--- config.mk ---
export PLATFORM = sky130hd
export DESIGN_NAME = mbexc_responder
export DESIGN_NICKNAME = d
export VERILOG_FILES = /design/src/verilog/mbexc_responder.v
export VERILOG_INCLUDE_DIRS = /design/src /design/src/verilog
export SDC_FILE = /design/constraint.sdc
export NUM_CORES = 1
export LEC_CHECK = 0
export BUFFER_PORTS_ARGS = -buffer_cell sky130_fd_sc_hd__buf_2
export CELL_PAD_IN_SITES_DETAIL_PLACEMENT = 1
export CELL_PAD_IN_SITES_GLOBAL_PLACEMENT = 2
export CORE_MARGIN = 4
export CORE_UTILIZATION = 31
export DETAILED_ROUTE_END_ITERATION = 8
export PLACE_DENSITY_LB_ADDON = 0.1
export REMOVE_ABC_BUFFERS = 1
export SETUP_SLACK_MARGIN = 0.1
export SYNTH_ARGS = -nofsm -noshare
export SYNTH_HDL_FRONTEND = slang
export SYNTH_SLANG_ARGS = --single-unit
export TNS_END_PERCENT = 20
--- constraint.sdc ---
create_clock -name sys_clk -period 6.2 [get_ports sys_clk]
set_clock_uncertainty 0.2 [all_clocks]
set_input_delay 1.55 -clock sys_clk [delete_from_list [all_inputs] [get_ports sys_clk]]
set_output_delay 1.55 -clock sys_clk [all_outputs]
set_load 0.02 [all_outputs]
--- src/verilog/mbexc_consts.vh ---
// Constants for the register-map and exception response builder.
// Function
// - A failed request is answered with an exception frame, not a normal response.
// - The error function code is the received function code plus 0x80.
// - RTU exception frame: unit id, error function, exception code, two check bytes.
// - A request naming a missing register gets exception code 0x02.
// - RTU frames end with CRC-16 low byte then high; TCP frames omit it.
// - Wire relative address equals documented register address minus 40001.
// - Relative address 0 returns the measured flow rate in millilitres.
// - Relative addresses 1 and 2 return the alarm set values, read-only.
// - Relative address 3 returns alarm mode: 0 high-high, 1 low-low, 2 high-low.
// - Relative addresses 4 and 5 return the alarm delay times in seconds.
`ifndef MBEXC_CONSTS_VH
`define MBEXC_CONSTS_VH
`define MBEXC_ADDR_FLOW       16'h0000
`define MBEXC_ADDR_AL_SET1    16'h0001
`define MBEXC_ADDR_AL_SET2    16'h0002
`define MBEXC_ADDR_MODE       16'h0003
`define MBEXC_ADDR_DELAY1     16'h0004
`define MBEXC_ADDR_DELAY2     16'h0005
`define MBEXC_ADDR_LAST       16'h0005
`define MBEXC_REG_BASE        17'h09c41
`define MBEXC_EXC_FLAG        8'h80
`define MBEXC_EXC_ILLEGAL_ADR 8'h02
`define MBEXC_CRC_INIT        16'hffff
`define MBEXC_CRC_POLY        16'ha001
`define MBEXC_FC_READ_HOLD    8'h03
`define MBEXC_FC_WRITE_ONE    8'h06
`define MBEXC_FC_WRITE_MANY   8'h10
`define MBEXC_FC_READ_WRITE   8'h17
`endif

--- src/verilog/mbexc_responder.v ---
// Holding-register reader and exception frame builder for the slave.
`timescale 1ns/1ps
`include "mbexc_consts.vh"
module mbexc_responder #(
  parameter QTY_MAX = 125
) (
  // Clock and reset.
  input  wire        sys_clk,
  input  wire        reset,
  // Framing mode: high for TCP, low for RTU.
  input  wire        tcp_mode,
  // Request from the frame parser.
  input  wire        req_valid,
  output reg         req_ready_r,
  input  wire [7:0]  req_unit_id,
  input  wire [7:0]  req_function,
  input  wire [15:0] req_start_addr,
  input  wire [15:0] req_quantity,
  input  wire        req_error,
  input  wire [7:0]  req_error_code,
  // Live register sources.
  input  wire [15:0] flow_rate_value,
  input  wire [15:0] first_alarm_setpoint,
  input  wire [15:0] second_alarm_setpoint,
  input  wire [15:0] alarm_mode_select,
  input  wire [15:0] first_alarm_delay,
  input  wire [15:0] second_alarm_delay,
  // Byte stream of the response body.
  output reg         tx_valid_r,
  input  wire        tx_ready,
  output reg  [7:0]  tx_data_r,
  output reg         tx_last_r,
  // Status.
  output reg         exception_sent_r
);
  localparam S_IDLE = 3'd0;
  localparam S_HEAD = 3'd1;
  localparam S_DATA = 3'd2;
  localparam S_CRC  = 3'd3;
  localparam S_EXC  = 3'd4;

  reg [2:0]  state_r;
  reg [7:0]  unit_r;
  reg [7:0]  func_r;
  reg [7:0]  code_r;
  reg [15:0] addr_r;
  reg [15:0] left_r;
  reg [1:0]  idx_r;
  reg        hi_r;
  reg [15:0] crc_r;

  // Two-entry output buffer; a receiver stall simply stops the builder.
  reg [8:0]  buf1_r;
  reg [1:0]  cnt_r;
  wire       can_push = (cnt_r != 2'd2);
  wire       pop = tx_valid_r && tx_ready;

  // Register select by relative address.
  reg [15:0] rd_word;
  always @* begin
    case (addr_r)
      `MBEXC_ADDR_FLOW:    rd_word = flow_rate_value;
      `MBEXC_ADDR_AL_SET1: rd_word = first_alarm_setpoint;
      `MBEXC_ADDR_AL_SET2: rd_word = second_alarm_setpoint;
      `MBEXC_ADDR_MODE:    rd_word = alarm_mode_select;
      `MBEXC_ADDR_DELAY1:  rd_word = first_alarm_delay;
      `MBEXC_ADDR_DELAY2:  rd_word = second_alarm_delay;
      default:             rd_word = 16'h0000;
    endcase
  end

  // Address check; the wire address is already register number minus the base.
  wire [16:0] end_addr = {1'b0, req_start_addr} + {1'b0, req_quantity} - 17'h00001;
  wire        bad_addr = (req_quantity == 16'h0000) || (end_addr > {1'b0, `MBEXC_ADDR_LAST});
  wire        is_read  = (req_function == `MBEXC_FC_READ_HOLD) && (req_quantity <= QTY_MAX[15:0]);

  // Byte to be pushed this cycle, and whether this is the final one.
  reg [7:0] push_byte;
  reg       push_last;
  reg       push_en;
  always @* begin
    push_byte = 8'h00;
    push_last = 1'b0;
    push_en   = 1'b0;
    case (state_r)
      S_HEAD: begin
        push_en = can_push;
        case (idx_r)
          2'd0:    push_byte = unit_r;
          2'd1:    push_byte = func_r;
          default: push_byte = {left_r[6:0], 1'b0};
        endcase
      end
      S_EXC: begin
        push_en = can_push;
        case (idx_r)
          2'd0:    push_byte = unit_r;
          2'd1:    push_byte = func_r;
          default: push_byte = code_r;
        endcase
        push_last = tcp_mode && (idx_r == 2'd2);
      end
      S_DATA: begin
        push_en   = can_push;
        push_byte = hi_r ? rd_word[15:8] : rd_word[7:0];
        push_last = tcp_mode && !hi_r && (left_r == 16'h0001);
      end
      S_CRC: begin
        push_en   = can_push;
        push_byte = hi_r ? crc_r[15:8] : crc_r[7:0];
        push_last = hi_r;
      end
      default: push_en = 1'b0;
    endcase
  end

  // CRC-16 update over one byte, reflected polynomial.
  function [15:0] crc_step;
    input [15:0] c;
    input [7:0]  d;
    integer      k;
    reg   [15:0] t;
    begin
      t = c ^ {8'h00, d};
      for (k = 0; k < 8; k = k + 1) begin
        t = t[0] ? ((t >> 1) ^ `MBEXC_CRC_POLY) : (t >> 1);
      end
      crc_step = t;
    end
  endfunction

  // Sequencer. It refuses a new request until the previous frame is queued.
  always @(posedge sys_clk) begin
    if (reset) begin
      state_r          <= S_IDLE;
      req_ready_r      <= 1'b0;
      unit_r           <= 8'h00;
      func_r           <= 8'h00;
      code_r           <= 8'h00;
      addr_r           <= 16'h0000;
      left_r           <= 16'h0000;
      idx_r            <= 2'd0;
      hi_r             <= 1'b1;
      crc_r            <= `MBEXC_CRC_INIT;
      exception_sent_r <= 1'b0;
    end else begin
      req_ready_r      <= (state_r == S_IDLE) && !req_ready_r;
      exception_sent_r <= 1'b0;
      // The check value is frozen while it is sent, or the high byte would come from a changed sum.
      if (push_en && (state_r != S_CRC)) begin
        crc_r <= crc_step(crc_r, push_byte);
      end
      case (state_r)
        S_IDLE: begin
          if (req_valid && req_ready_r) begin
            unit_r <= req_unit_id;
            addr_r <= req_start_addr;
            left_r <= req_quantity;
            idx_r  <= 2'd0;
            hi_r   <= 1'b1;
            crc_r  <= `MBEXC_CRC_INIT;
            if (req_error || bad_addr || !is_read) begin
              func_r  <= req_function + `MBEXC_EXC_FLAG;
              code_r  <= req_error ? req_error_code : `MBEXC_EXC_ILLEGAL_ADR;
              state_r <= S_EXC;
            end else begin
              func_r  <= req_function;
              state_r <= S_HEAD;
            end
          end
        end
        S_HEAD: begin
          if (push_en) begin
            idx_r <= idx_r + 2'd1;
            if (idx_r == 2'd2) begin
              state_r <= S_DATA;
            end
          end
        end
        S_EXC: begin
          if (push_en) begin
            idx_r <= idx_r + 2'd1;
            if (idx_r == 2'd2) begin
              hi_r             <= 1'b0;
              exception_sent_r <= 1'b1;
              state_r          <= tcp_mode ? S_IDLE : S_CRC;
            end
          end
        end
        S_DATA: begin
          if (push_en) begin
            hi_r <= !hi_r;
            if (!hi_r) begin
              addr_r <= addr_r + 16'h0001;
              left_r <= left_r - 16'h0001;
              if (left_r == 16'h0001) begin
                hi_r    <= 1'b0;
                state_r <= tcp_mode ? S_IDLE : S_CRC;
              end
            end
          end
        end
        S_CRC: begin
          if (push_en) begin
            hi_r <= 1'b1;
            if (hi_r) begin
              state_r <= S_IDLE;
            end
          end
        end
        default: state_r <= S_IDLE;
      endcase
    end
  end

  // Buffer storage: the output flops are the head entry, buf1_r the entry behind it.
  always @(posedge sys_clk) begin
    if (reset) begin
      buf1_r     <= 9'h000;
      cnt_r      <= 2'd0;
      tx_valid_r <= 1'b0;
      tx_data_r  <= 8'h00;
      tx_last_r  <= 1'b0;
    end else begin
      case ({push_en, pop})
        2'b10: begin
          if (cnt_r == 2'd0) begin
            tx_data_r <= push_byte;
            tx_last_r <= push_last;
          end else begin
            buf1_r <= {push_last, push_byte};
          end
          cnt_r      <= cnt_r + 2'd1;
          tx_valid_r <= 1'b1;
        end
        2'b01: begin
          tx_data_r  <= buf1_r[7:0];
          tx_last_r  <= buf1_r[8];
          cnt_r      <= cnt_r - 2'd1;
          tx_valid_r <= (cnt_r == 2'd2);
        end
        2'b11: begin
          if (cnt_r == 2'd1) begin
            tx_data_r <= push_byte;
            tx_last_r <= push_last;
          end else begin
            tx_data_r <= buf1_r[7:0];
            tx_last_r <= buf1_r[8];
            buf1_r    <= {push_last, push_byte};
          end
        end
        default: cnt_r <= cnt_r;
      endcase
    end
  end
endmodule

[Word level (Yosys, flattened, before mapping)]
Cells that the tools add are included.
Word-level totals
  bits in registers: 101
  input port bits: 158
  word-level logic and storage cells: 172
Operators by class
  add/sub/neg operators: 8
  $lt $le $gt $ge: 2
  equal/unequal tests: 34
  muxes and demuxes: 65
  bitwise gates (word level): 11
  reductions and logical operators: 36
Operators with widths (count)
  $mux W16: 17
  $pmux W16 S6: 1
  $pmux W16 S2: 2
  $mux W8: 6
  $mux W3: 11
  $eq A16 B1 Y1 const B: 2
  $eq A16 B2 Y1 const B: 2
  $eq A16 B3 Y1 const B: 2
  $logic_not A16 Y1: 2
  $pmux W8 S2: 2
  $pmux W8 S4: 1
  $ne A2 B2 Y1 const B: 13
  $not A2 Y3: 8
  $pmux W8 S3: 1
  $mux W9: 2
  $pmux W9 S2: 1
  $add A16 B16 Y17: 1
  $gt A17 B3 Y1 const B: 1
  $sub A17 B1 Y17 const B: 1
  $add A16 B1 Y16 const B: 1
  $le A16 B7 Y1 const B: 1
  $sub A16 B1 Y16 const B: 1
  $xor A16 B8 Y16: 1
  $pmux W3 S5: 1
  34 further kinds: 75

[Longest topological paths before layout]
Gate-level depths: netlist of run 1.
  depth in word-level cells: 24
  mapped depth: 18

[Worst setup path before layout of run 1]
OpenSTA, ideal clock, no wires.
  path type: input to register
  start point: in req_quantity[1]
  end point: reg code_r[1]
  library setup time: 0.132 ns
  arrival: 4.622 ns
  setup slack: 1.246 ns
  stages on the path: 18
  cells stage by stage: inv_1 ha_1 inv_1 ha_1 inv_1 fa_1 nor2b_1 o21a_1 o21a_1 o2111a_1 o31ai_1 nor4_1 nor4_1 nand4b_1 clkbuf_1 nand2_1 nor3b_1 nor3_1
On the way
  longest elaborated chain between the ends: 7
  elaborated cells on any way between the ends: 11
  classes of those cells: add/sub (2); order compare (2); reduce/logical (7)
Ends and longest elaborated chain
  start: declaration: RTL line mbexc_responder.v:18  | input wire [15:0] req_quantity,
  $add A16 B16 Y17: RTL line mbexc_responder.v:73  | wire [16:0] end_addr = {1'b0, req_start_addr} + {1'b0, req_quantity} - 17'h00001;
  $sub A17 B1 Y17: RTL line mbexc_responder.v:73
  $gt A17 B3 Y1: RTL line mbexc_responder.v:74  | wire bad_addr = (req_quantity == 16'h0000) || (end_addr > {1'b0, `MBEXC_ADDR_LAST});
  $logic_or A1 B1 Y1: RTL line mbexc_responder.v:74
  $logic_or A1 B1 Y1: RTL line mbexc_responder.v:162  | if (req_error || bad_addr || !is_read) begin
  $logic_or A1 B1 Y1 (*): RTL line mbexc_responder.v:162
  $reduce_and A3 Y1 (no source line) (*)
  end signal: assignment: RTL line mbexc_responder.v:164  | code_r <= req_error ? req_error_code : `MBEXC_EXC_ILLEGAL_ADR;
  end: declaration: RTL line mbexc_responder.v:45  | reg [7:0] code_r;
Every way passes the cells marked *; elsewhere a longest branch is shown, timed or not.
A chain may end at the register's enable or synchronous reset.

[Worst setup path in the final report of run 1]
  start point: in req_start_addr[1]
  end point: reg code_r[3]
On the way
  longest elaborated chain between the ends: 7
Ends and longest elaborated chain
  start: declaration: RTL line mbexc_responder.v:17  | input wire [15:0] req_start_addr,
  $add A16 B16 Y17: RTL line mbexc_responder.v:73
  $sub A17 B1 Y17: RTL line mbexc_responder.v:73
  $gt A17 B3 Y1: RTL line mbexc_responder.v:74
  $logic_or A1 B1 Y1: RTL line mbexc_responder.v:74
  $logic_or A1 B1 Y1 (2 in a row): RTL line mbexc_responder.v:162
  $reduce_and A3 Y1 (no source line)
No other way between the ends.

==> results of run 1 <==
cells by family (layout without fill, tap and decap cells):
| kind of cell | Yosys count | after routing | share of synthesized area |
|---|---|---|---|
| AOI/OAI and AO/OA | 297 | 297 | 0.273 |
| and+or+nand+nor | 342 | 342 | 0.222 |
| DFF | 101 | 101 | 0.273 |
| muxes | 18 | 18 | 0.0246 |
| adders and majority gates | 48 | 48 | 0.0820 |
| other | 0 | 1 | 0 |
| buffers and inverters | 146 | 279 | 0.0806 |
| xor gates and xnor gates | 30 | 30 | 0.0449 |
worst min-delay path by stage:
stage / depth (start not counted) / to / slack, ns / from
3_3_place_gp: 2 / code_r[2]$_SDFFE_PP0P_ / 0.24 / code_r[2]$_SDFFE_PP0P_
3_5_place_dp: 2 / unit_r[6]$_SDFFE_PP0P_ / 0.25 / unit_r[6]$_SDFFE_PP0P_
4_1_cts: 2 / unit_r[6]$_SDFFE_PP0P_ / 0.26 / unit_r[6]$_SDFFE_PP0P_
2_1_floorplan: 2 / code_r[0]$_SDFFE_PP0P_ / 0.23 / code_r[0]$_SDFFE_PP0P_
5_1_grt: 2 / unit_r[6]$_SDFFE_PP0P_ / 0.28 / unit_r[6]$_SDFFE_PP0P_
6_report: 2 / code_r[2]$_SDFFE_PP0P_ / 0.26 / code_r[2]$_SDFFE_PP0P_
sequential cells by signal, summed over array words and instances, names as in the netlist, 2 cells and up:
name,flops
addr_r,16
crc_r,16
left_r,16
buf1_r,9
code_r,8
func_r,8
tx_data_r,8
unit_r,8
state_r,3
cnt_r,2
idx_r,2
through the flow:
stage	setup WS (ns)	hold WS, ns
5_1_grt	0.592	0.281
2_1_floorplan	0.583	0.226
4_1_cts	0.957	0.263
6_report	1.08	0.261
3_3_place_gp	0.789	0.244
3_5_place_dp	0.591	0.251
routing by layer:
layer	GRT usage	up-vias	share of wire
li1	-	3830	-
met3	0.0253	12	0.044
met5	0	-	0
met4	0.0351	0	0.0083
met2	0.315	169	0.44
met1	0.305	3717	0.51
power groups by stage:
stage / Combinational, mW / Sequential [mW] / Clock (mW)
5_1_grt: 0.780 / 0.777 / 0.629
3_3_place_gp: 0.697 / 0.780 / 0
2_1_floorplan: 0.448 / 0.784 / 0
3_5_place_dp: 0.699 / 0.782 / 0
6_report: 0.695 / 0.767 / 0.588
4_1_cts: 0.702 / 0.767 / 0.606
final cells by class:
class	instances	area, sq um
well taps	319	399
repair buffers	179	921
clock buffers	9	225
fillers	2980	14700
clock inverters	7	75.1
multi-input cells	735	4830
flip-flops and latches	101	2020
inverters	84	315
diodes	1	2.50
layout by cell type (no fill, tap or decap), types with 5 or more instances in the layout:
master	netlist	layout
or3_1	5	5
nor3_1	18	18
nand3_1	35	35
xor2_1	10	10
a32oi_1	6	6
mux2i_1	16	16
o22a_1	6	6
a31o_2	7	7
buf_4	5	10
and2_1	5	5
xnor2_1	14	14
inv_1	83	83
nor2_1	81	81
o22ai_1	16	16
nand2_1	120	120
dfxtp_1	101	101
ha_1	47	47
o21ai_0	44	44
and3_1	11	11
clkbuf_16	0	9
o211ai_1	11	11
nor2b_1	11	10
a21oi_1	79	79
a22oi_1	30	30
a211oi_1	30	30
a221oi_1	13	13
nand3b_1	5	5
nor4_1	12	11
buf_2	4	169
nand4_1	14	14
a222oi_1	13	13
worst min-delay path: cells and delay by family, from the launching register on:
| kind | cells | cell delay (ns) |
|---|---|---|
| DFF | 1 | 0.32 |
| and+or+nand+nor | 1 | 0.05 |
| AOI/OAI and AO/OA | 1 | 0.05 |
==> metrics.md, run 1 <==
| Metric | Value |
|---|---|
| Area grow syn2layout | `18.5%` |
| Switching fraction of total power | `0.378` |
| Fmax | `0.195 GHz` |
| Total global-route track usage | `0.203` |
| Net Switching | `0.774 mW` |
| Crit-path max cell delay | `0.49 ns` |
| Clock power share | `0.287` |
| Comb power frac | `0.339` |
| Setup violators final | `0` |
| Number of nets with antenna violations after routing | `0` |
| Post-Syn Area | `7420 sq um` |
| RSZ-0062 raised after global routing | `false` |
| Fin cells | `1,435` |
| CTS resizes | `0` |
| Outcome | `finished clean` |
| R2R Setup Slk | `1.73 ns` |
| Internal power | `1.28 mW` |
| Die Ht | `163 um` |
| Initial Util | `0.316` |
| Reg-to-reg startpoint | `addr_r[11]$_SDFFE_PP0P_` |
| Slowest cell on crit path | `fa_1` |
| Placed cell count | `1,418` |
| Routability-driven placement congestion ratio | `0.801` |
| VDD IR max | `0.134 mV` |
| Crit end category | `flop` |
| Postcts setup bufs | `0` |
| Worst setup endpoint | `code_r[3]$_SDFFE_PP0P_` |
| Reg2reg path depth | `11` |
| Post-route cell area | `8790 sq um` |
| Setup TNS | `0 ns` |
| Routed WL | `27,500 um` |
| Worst relative slew slack | `0.190` |
| Syn avg cell area | `7.55 sq um` |
| Cell mode on critical path | `inv_1` |
| Ports | `170` |
| Initial drt markers | `399` |
| CP Cell Sequence | `buf_2, inv_1, ha_1, inv_1, ha_1, inv_1, fa_1, o22ai_1, a2111oi_0, nand4_1, nor4_1, o211ai_1, a2111oi_0, nand4b_1, buf_4, nand2_1, nand2_1, a21oi_1` |
| WP buf/inv | `5` |
| Final Hold Fails | `0` |
| # DRC | `0` |
| Vias | `7,728` |
| Reg clk slew, reported paths | `0.08 ns` |
| Die X-Extent | `163 um` |
| Critical path depth | `18` |
| Final Max Tran Viols | `0` |
| Post-CTS Hold Fix Bufs | `0` |
| Crit path launch type | `input pin` |
| DP Wirelength | `21,300 um` |
| Delay-heaviest family, CP | `compound AO/OA/AOI/OAI gates` |
| Wirelength per Cell | `19.1 um` |
| Clock Tree Root | `clkbuf_16` |
| Max_cap viols | `0` |
| Pwr Total | `2.05 mW` |
| Power per cell area | `233 nW/um^2` |
| H-tree depth | `3` |
| Tmin final | `5.12 ns` |
| GRT overflow | `0` |
| Area of the core | `23,500 sq um` |
| PortBufs | `169` |
| Critical Path RT | `6.29 ns` |
| Flop pwr share | `0.374` |
| Final Core Density | `0.374` |
| Area leader, netlist | `dfxtp_1` |
| Number of synthesized flops with an enable pin | `0` |
| Top cells by area, synth | `dfxtp_1, ha_1, nand2_1` |
| Clk sinks | `101` |
| CTS Buf Count | `9` |
| Post-synth ARST share | `0` |
| Tightest Pin Transition | `1.21 ns` |
| Synth top cells by count | `nand2_1, dfxtp_1, inv_1` |
| Largest net degree at the start of global routing | `56` |
| Cells after synthesis | `982` |
| Sequential area share after synthesis | `0.273` |
| Antenna violations before repair | `1` |
| Worst reg2reg endpoint | `crc_r[15]$_SDFF_PP1_` |
| Die area | `26,500 sq um` |
| Worst-case clock buffer depth | `2` |
| Ys flop type | `dfxtp_1` |
| Synth warn | `0` |
| Vias in the first global route | `7,583` |
| Leakage Power | `3.75 nW` |
| Global-route wire length before repair | `42,800 um` |
| Critical Path Start | `req_start_addr[1]` |
| Clk_lat worst skew | `0.36 ns` |
| Share of the synthesized area in the top cell type | `0.273` |
| Synth unique cells | `77` |
| Vias/cell | `5.39` |
| CTS tree | `done` |
| Drt first pass iters | `5` |
| Period utilization | `0.826` |
| Arrival time worst endpoint | `5.21 ns` |
| Layout cell share with drive strength beyond 1 | `0.204` |
| Total Nets Final | `1,316` |
| Critical path class | `input pin to flop` |
| Count leader, synth | `nand2_1` |
| CP max FO | `10` |
| # rows | `56` |
| DP Area | `8490 sq um` |
| Yosys reg bits | `101` |
| Worst Hold Class | `flop to flop` |
Power figures use the tool's default switching activity.
==> inputs of run 2 (changes only) <==
==> constraint.sdc (replaced) <==
create_clock -name sys_clk -period 5 [get_ports sys_clk]
set_clock_uncertainty 0.2 [all_clocks]
set_input_delay 1.25 -clock sys_clk [delete_from_list [all_inputs] [get_ports sys_clk]]
set_output_delay 1.25 -clock sys_clk [all_outputs]
set_load 0.02 [all_outputs]
==> metrics.md, run 2 (synthesized netlist as in run 1, its figures left out) <==
| Metric | Value |
|---|---|
| Clk_lat worst skew | `0.36 ns (about the same)` |
| Die area | `26,500 sq um (unchanged)` |
| Worst relative slew slack | `0.425 (+0.236)` |
| CP Cell Sequence | `buf_2, inv_1, ha_1, inv_1, ha_1, inv_1, fa_1, nor2b_1, o21a_1, o21a_1, o2111a_1, o31ai_1, buf_4, o211a_1, nor4_1, nand4b_1, buf_4, nand2_1, nor3b_1, nor3_1` |
| Top Registers | `addr_r: 16 flops, crc_r: 16 flops, left_r: 16 flops` |
| Tightest Pin Transition | `0.862 ns (-0.348 ns)` |
| Leakage Power | `3.81 nW (+1.6%)` |
| Worst-case clock buffer depth | `2 (unchanged)` |
| Area grow syn2layout | `19.8%` |
| Global-route wire length before repair | `43,200 um (+0.97%)` |
| Number of nets with antenna violations after routing | `0 (unchanged)` |
| Slowest cell on crit path | `fa_1` |
| Period utilization | `0.921` |
| Vias | `7,747 (+0.25%)` |
| Vias in the first global route | `7,604 (+0.28%)` |
| CP max FO | `9 (-1)` |
| Setup violators final | `0 (unchanged)` |
| Reg clk slew, reported paths | `0.07 ns (about the same)` |
| Routability-driven placement congestion ratio | `0.861 (+7.5%)` |
| Critical path class | `input pin to flop` |
| Pwr Total | `2.52 mW (+23%)` |
| GRT overflow | `0 (unchanged)` |
| Initial drt markers | `450 (+13%)` |
| Initial Util | `0.316 (unchanged)` |
| Fmax | `0.217 GHz` |
| Antenna diode count | `0 (-1)` |
| Layout cell share with drive strength beyond 1 | `0.213 (+0.00918)` |
| Worst Hold Class | `flop to flop` |
| Antenna violations before repair | `1 (unchanged)` |
| Ports | `170 (unchanged)` |
| Hold Slack | `0.261 ns (-0.00000500 ns)` |
| Fin worst setup slack | `0.397 ns (-0.684 ns)` |
| Drt first pass iters | `5 (unchanged)` |
| DP Area | `8580 sq um (+1.1%)` |
| # rows | `56 (unchanged)` |
| Crit path launch type | `input pin` |
| Largest net degree at the start of global routing | `78 (+39%)` |
| Critical Path RT | `5.03 ns (-1.26 ns)` |
| Clk sinks | `101 (unchanged)` |
| Placed cell count | `1,429 (+0.78%)` |
| Fin cells | `1,447 (+0.84%)` |
| VDD IR max | `0.159 mV (+18%)` |
| Tmin final | `4.60 ns` |
| # DRC | `0 (unchanged)` |
| Fill cells | `2,980 (unchanged)` |
| Die X-Extent | `163 um (unchanged)` |
| Power per cell area | `284 nW/um^2 (+22%)` |
| Post-route cell area | `8880 sq um (+1.1%)` |
| Crit end category | `flop` |
| H-tree depth | `3 (unchanged)` |
| Pre-CTS setup slack | `-0.284 ns (-0.876 ns)` |
| Routed WL | `27,800 um (+1.3%)` |
| Area of the core | `23,500 sq um (unchanged)` |
| RSZ-0062 raised after global routing | `true` |
| DP Wirelength | `21,700 um (+1.9%)` |
| Total global-route track usage | `0.205 (+0.00252)` |
| Max_cap viols | `0 (unchanged)` |
| Clock Tree Root | `clkbuf_16` |
| CTS tree | `done` |
| Arrival time worst endpoint | `4.63 ns (-0.58 ns)` |
| Vias/cell | `5.35 (-0.59%)` |
| CTS Buf Count | `9 (unchanged)` |
| PortBufs | `169 (unchanged)` |
| Final Hold Fails | `0 (unchanged)` |
| Cell mode on critical path | `inv_1` |
| Most frequent cells in the layout | `buf_2, nand2_1, dfxtp_1` |
| Crit-path max cell delay | `0.39 ns (-0.10 ns)` |
| Post-CTS Hold Fix Bufs | `0 (unchanged)` |
| Die Ht | `163 um (unchanged)` |
| Most common cell after layout, fill and taps aside | `buf_2` |
| Total Nets Final | `1,329 (+0.99%)` |
| Wirelength per Cell | `19.2 um (+0.44%)` |
| Outcome | `finished clean` |
| Final Max Tran Viols | `0 (unchanged)` |
[run 2: changes by cell type in the layout (fill, tap and decap cells not counted), moves of 2 or more]
cell / before / now
clkinv_4: 2 / 0
clkinvlp_4: 1 / 3
inv_8: 3 / 1
buf_4: 10 / 22
[run 2: path summary, 6_finish.rpt]
kind | start | to | slack (ns) | cells after the start
setup / recovery | req_start_addr[1] | code_r[1]$_SDFFE_PP0P_ | 0.40 | 20
hold / removal | func_r[2]$_SDFFE_PP0P_ | func_r[2]$_SDFFE_PP0P_ | 0.26 | 2
hold reg to reg | func_r[2]$_SDFFE_PP0P_ | func_r[2]$_SDFFE_PP0P_ | 0.26 | 2
setup reg to reg | addr_r[11]$_SDFFE_PP0P_ | crc_r[0]$_SDFF_PP1_ | 0.80 | 11
[run 2: what timing repair did]
action                     in CTS  in global routing
setup buffers                   2                  0
gates resized for setup         0                  2
pin swaps                       1                  0
setup endpoints to repair       1                 10
[run 2: metrics by stage]
stage	TNS [ns]	util
global route	0	0.378
CTS	0	0.378
detailed placement	-2.20	0.366
floorplan	-3.13	-
finish	0	0.378
global placement	0	0.366
[run 2: routing by layer]
| layer | track usage | routed length [um] | part of all wire |
|---|---|---|---|
| met1 | 0.298 | 13800 | 0.50 |
| met2 | 0.321 | 12200 | 0.44 |
| met3 | 0.0448 | 1530 | 0.055 |
| met4 | 0.0278 | 197 | 0.0071 |
| met5 | 0 | 13 | 0.00047 |
[run 2: critical path, delay by kind of cell]
| family | cells | cell delay [ns] |
|---|---|---|
| AND/OR/NAND/NOR | 6 | 1.10 |
| adder cells (fa/ha/maj) | 3 | 0.85 |
| AO/OA/AOI/OAI | 5 | 0.85 |
| buffers and inverters | 6 | 0.58 |
[run 2: power by group]
part           internal [mW]  total (mW)  switching, mW
Combinational          0.361       0.885          0.524
Sequential             0.878       0.949         0.0705
Clock                  0.343       0.690          0.347
Total                   1.58        2.52          0.941
[run 2: final cells by class]
cell class / count / area, sq um / area share
sequential: 101 / 2020 / 0.228
clock inverter: 6 / 47.5 / 0.00535
clock buffer: 10 / 229 / 0.0258
inverter: 84 / 315 / 0.0355
timing repair buffer: 192 / 1030 / 0.116
multi-input combinational: 735 / 4840 / 0.545
tap: 319 / 399 / 0.0449
==> inputs of run 3 (changes only) <==
--- a/config.mk
+++ b/config.mk
@@ -6,15 +6,17 @@
 export SDC_FILE = /design/constraint.sdc
 export NUM_CORES = 1
 export LEC_CHECK = 0
+export ABC_AREA = 1
 export BUFFER_PORTS_ARGS = -buffer_cell sky130_fd_sc_hd__buf_2
 export CELL_PAD_IN_SITES_DETAIL_PLACEMENT = 1
 export CELL_PAD_IN_SITES_GLOBAL_PLACEMENT = 2
 export CORE_MARGIN = 4
-export CORE_UTILIZATION = 31
+export CORE_UTILIZATION = 29
 export DETAILED_ROUTE_END_ITERATION = 8
 export PLACE_DENSITY_LB_ADDON = 0.1
 export REMOVE_ABC_BUFFERS = 1
 export SETUP_SLACK_MARGIN = 0.1
+export SLEW_MARGIN = 5
 export SYNTH_ARGS = -nofsm -noshare
 export SYNTH_HDL_FRONTEND = slang
 export SYNTH_SLANG_ARGS = --single-unit
==> metrics.md, run 3 <==
| Metric | Value |
|---|---|
| Outcome | `finished clean` |
| Comb power frac | `0.457 (+0.106)` |
| Most frequent cells in the layout | `nand2_1, inv_1, buf_2` |
| Worst hold path startpoint | `req_ready_r$_SDFF_PP0_` |
| Hold path endpoint | `req_ready_r$_SDFF_PP0_` |
| Initial drt markers | `386 (-14%)` |
| Hold Slack | `0.250 ns (-0.0110 ns)` |
| Area leader, netlist | `dfxtp_1` |
| Max_cap viols | `0 (unchanged)` |
| GRT overflow | `0 (unchanged)` |
| Setup TNS | `0 ns (unchanged)` |
| Hold path depth | `1 (-1)` |
| Number of nets with antenna violations after routing | `0 (unchanged)` |
| Synth warn | `0 (unchanged)` |
| Reg clk slew, reported paths | `0.08 ns (about the same)` |
| Final Max Tran Viols | `0 (unchanged)` |
| CP Cell Sequence | `buf_2, inv_1, ha_1, inv_1, ha_1, inv_1, fa_1, o21ai_0, xor2_1, nor2_1, inv_1, nor4_1, nand3_1, a21oi_1, nand3_1, nand2_1, o21ai_0, inv_1, nor2_1` |
| Clock Tree Root | `clkbuf_16` |
| Synth unique cells | `49 (-36%)` |
| Ys flop type | `dfxtp_1` |
| Top cells by area, synth | `dfxtp_1, nand2_1, inv_1` |
| Postcts setup bufs | `0 (-2)` |
| H-tree depth | `3 (unchanged)` |
| Routability-driven placement congestion ratio | `0.801 (-7.0%)` |
| CP max FO | `11 (+2)` |
| Antenna violations before repair | `0 (-1)` |
| Leakage Power | `4.62 nW (+21%)` |
| Initial Util | `0.295 (-0.0210)` |
| Area grow syn2layout | `18.2%` |
| Yosys reg bits | `101 (unchanged)` |
| Flop pwr share | `0.317 (-0.059)` |
| Multi-input gate area | `5150 sq um (+6.5%)` |
| Worst relative slew slack | `0.283 (-0.143)` |
| Cells after synthesis | `1,354 (+38%)` |
| Total global-route track usage | `0.199 (-0.00606)` |
| Period utilization | `0.872 (-0.0491)` |
| Die X-Extent | `177 um (+8.5%)` |
| WP buf/inv | `6 (unchanged)` |
| VDD IR max | `0.154 mV (-3.0%)` |
| Reg2reg path depth | `12 (+1)` |
| Die Ht | `177 um (+8.5%)` |
| Worst Hold Class | `flop to flop` |
| Critical path class | `input pin to flop` |
| Wirelength per Cell | `16.5 um (-14%)` |
| Drt first pass iters | `5 (unchanged)` |
| CTS tree | `done` |
| Share of the synthesized area in the top cell type | `0.245 (-0.0272)` |
| CTS resizes | `0 (unchanged)` |
| Clock power share | `0.226 (-0.047)` |
| Crit path launch type | `input pin` |
| Post-synth ARST share | `0 (unchanged)` |
| Cell mode on critical path | `inv_1` |
| Area of the core | `27,900 sq um (+19%)` |
| Switching fraction of total power | `0.450 (+0.0769)` |
| Setup violators final | `0 (unchanged)` |
| Sequential area share after synthesis | `0.245 (-0.0272)` |
| Vias | `9,163 (+18%)` |
| Fin cells | `1,880 (+30%)` |
| DP Wirelength | `24,700 um (+14%)` |
| Global-route wire length before repair | `50,400 um (+17%)` |
| Total Nets Final | `1,703 (+28%)` |
| Routed WL | `31,100 um (+12%)` |
| Number of synthesized flops with an enable pin | `0 (unchanged)` |
| Vias/cell | `4.87 (-9.0%)` |
| Die area | `31,200 sq um (+18%)` |
| R2R Setup Slk | `1.29 ns (+0.49 ns)` |
| # DRC | `0 (unchanged)` |
| Delay-heaviest family, CP | `simple AND/OR/NAND/NOR gates` |
| Clk_lat worst skew | `0.36 ns (about the same)` |
| Power per cell area | `325 nW/um^2 (+14%)` |
| Clk sinks | `101 (unchanged)` |
| Reg-to-reg startpoint | `idx_r[0]$_SDFFE_PP0P_` |
| Vias in the first global route | `9,412 (+24%)` |
| Synth top cells by count | `nand2_1, inv_1, a21oi_1` |
| Worst reg2reg endpoint | `crc_r[0]$_SDFF_PP1_` |
| Critical Path RT | `5.02 ns (about the same)` |
| Fill cells | `3,803 (+28%)` |
| Ports | `170 (unchanged)` |
| Tmin final | `4.36 ns (-0.245 ns)` |
| Net Switching | `1.42 mW (+51%)` |
| RSZ-0062 raised after global routing | `false` |
| CTS Buf Count | `9 (unchanged)` |
| Largest net degree at the start of global routing | `60 (-23%)` |
| Crit end category | `flop` |
| Most common cell after layout, fill and taps aside | `nand2_1` |
| Syn avg cell area | `6.08 sq um (-19%)` |
| Sequential cell area | `2020 sq um (unchanged)` |
| PortBufs | `169 (unchanged)` |
| Crit-path max cell delay | `0.41 ns (+0.02 ns)` |
| Final Hold Fails | `0 (unchanged)` |
| Count leader, synth | `nand2_1` |
| Arrival time worst endpoint | `4.38 ns (-0.25 ns)` |
| Worst-case clock buffer depth | `2 (unchanged)` |
| Post-Syn Area | `8240 sq um (+11%)` |
| Post-CTS Hold Fix Bufs | `0 (unchanged)` |
| Placed cell count | `1,864 (+30%)` |
| Internal power | `1.74 mW (+9.9%)` |
| Top Registers | `addr_r: 16 flops, crc_r: 16 flops, left_r: 16 flops` |
| # rows | `61 (+8.9%)` |
| Tightest Pin Transition | `1.07 ns (+0.207 ns)` |
| Fmax | `0.229 GHz (+5.6%)` |
| Slowest cell on crit path | `fa_1` |
| Layout cell share with drive strength beyond 1 | `0.163 (-0.0497)` |
| Antenna diode count | `0 (unchanged)` |
==> run 3: cell count changes after synthesis, sizes merged, moves of 13 or more <==
cell,before,now
a211oi,30,4
a21oi,79,126
a222oi,13,0
a22oi,30,0
a31oi,5,22
inv,83,221
mux2i,16,0
nand2,121,317
nand3,36,122
nor2,81,104
o21ai,44,118
==> run 3: layer usage <==
layer	global-route usage	routed length, um	vias up
li1	-	-	4748
met1	0.271	14800	4255
met2	0.349	15000	151
met3	0.0244	1200	9
met4	0.0235	156	0
met5	0	0	-
==> run 3: area by class of cell <==
class                   instances  area share
multi-input cells             976       0.529
flip-flops and latches        101       0.208
repair buffers                183      0.0976
inverters                     226      0.0871
well taps                     378      0.0486
clock buffers                   9      0.0231
clock inverters                 7     0.00694
==> run 3: logic make-up after synthesis <==
kind of cell / count (synthesis) / synth area share
simple gates: 593 / 0.318
compound gates: 319 / 0.215
buf+inv: 277 / 0.131
flops: 101 / 0.245
fa+ha+maj: 48 / 0.0738
xor+xnor: 16 / 0.0170
==> run 3: worst max path at each step <==
stage                                        from                      to  slack [ns]  depth (start not counted)
after floorplan           state_r[1]$_SDFFE_PP0P_  left_r[6]$_SDFFE_PP0P_        0.82                          9
after global placement            req_quantity[1]  func_r[7]$_SDFFE_PP0P_        0.36                         19
after detailed placement          req_quantity[1]  func_r[7]$_SDFFE_PP0P_        0.27                         19
after CTS                         req_quantity[1]  func_r[7]$_SDFFE_PP0P_        0.62                         19
after global routing              req_quantity[1]  func_r[7]$_SDFFE_PP0P_        0.20                         19
final                             req_quantity[1]  func_r[7]$_SDFFE_PP0P_        0.64                         19
==> run 3: power groups by stage <==
| stage | Clock, mW | Sequential (mW) | Combinational, mW |
|---|---|---|---|
| after floorplan | 0 | 1.02 | 0.983 |
| after global placement | 0 | 1.02 | 1.44 |
| after detailed placement | 0 | 1.02 | 1.46 |
| after CTS | 0.740 | 1.00 | 1.47 |
| after global routing | 0.769 | 1.02 | 1.67 |
| final | 0.713 | 1.00 | 1.45 |
==> run 3: per-stage QoR <==
step | util | cell area, sq um | total power [mW] | worst slack (ns)
finish | 0.349 | 9740 | 3.16 | 0.642
global route | 0.349 | 9740 | 3.46 | 0.195
CTS | 0.349 | 9740 | 3.21 | 0.620
detailed placement | 0.338 | 9450 | 2.48 | 0.268
global placement | 0.338 | 9450 | 2.46 | 0.359
floorplan | - | 8010 | 2.00 | 0.822
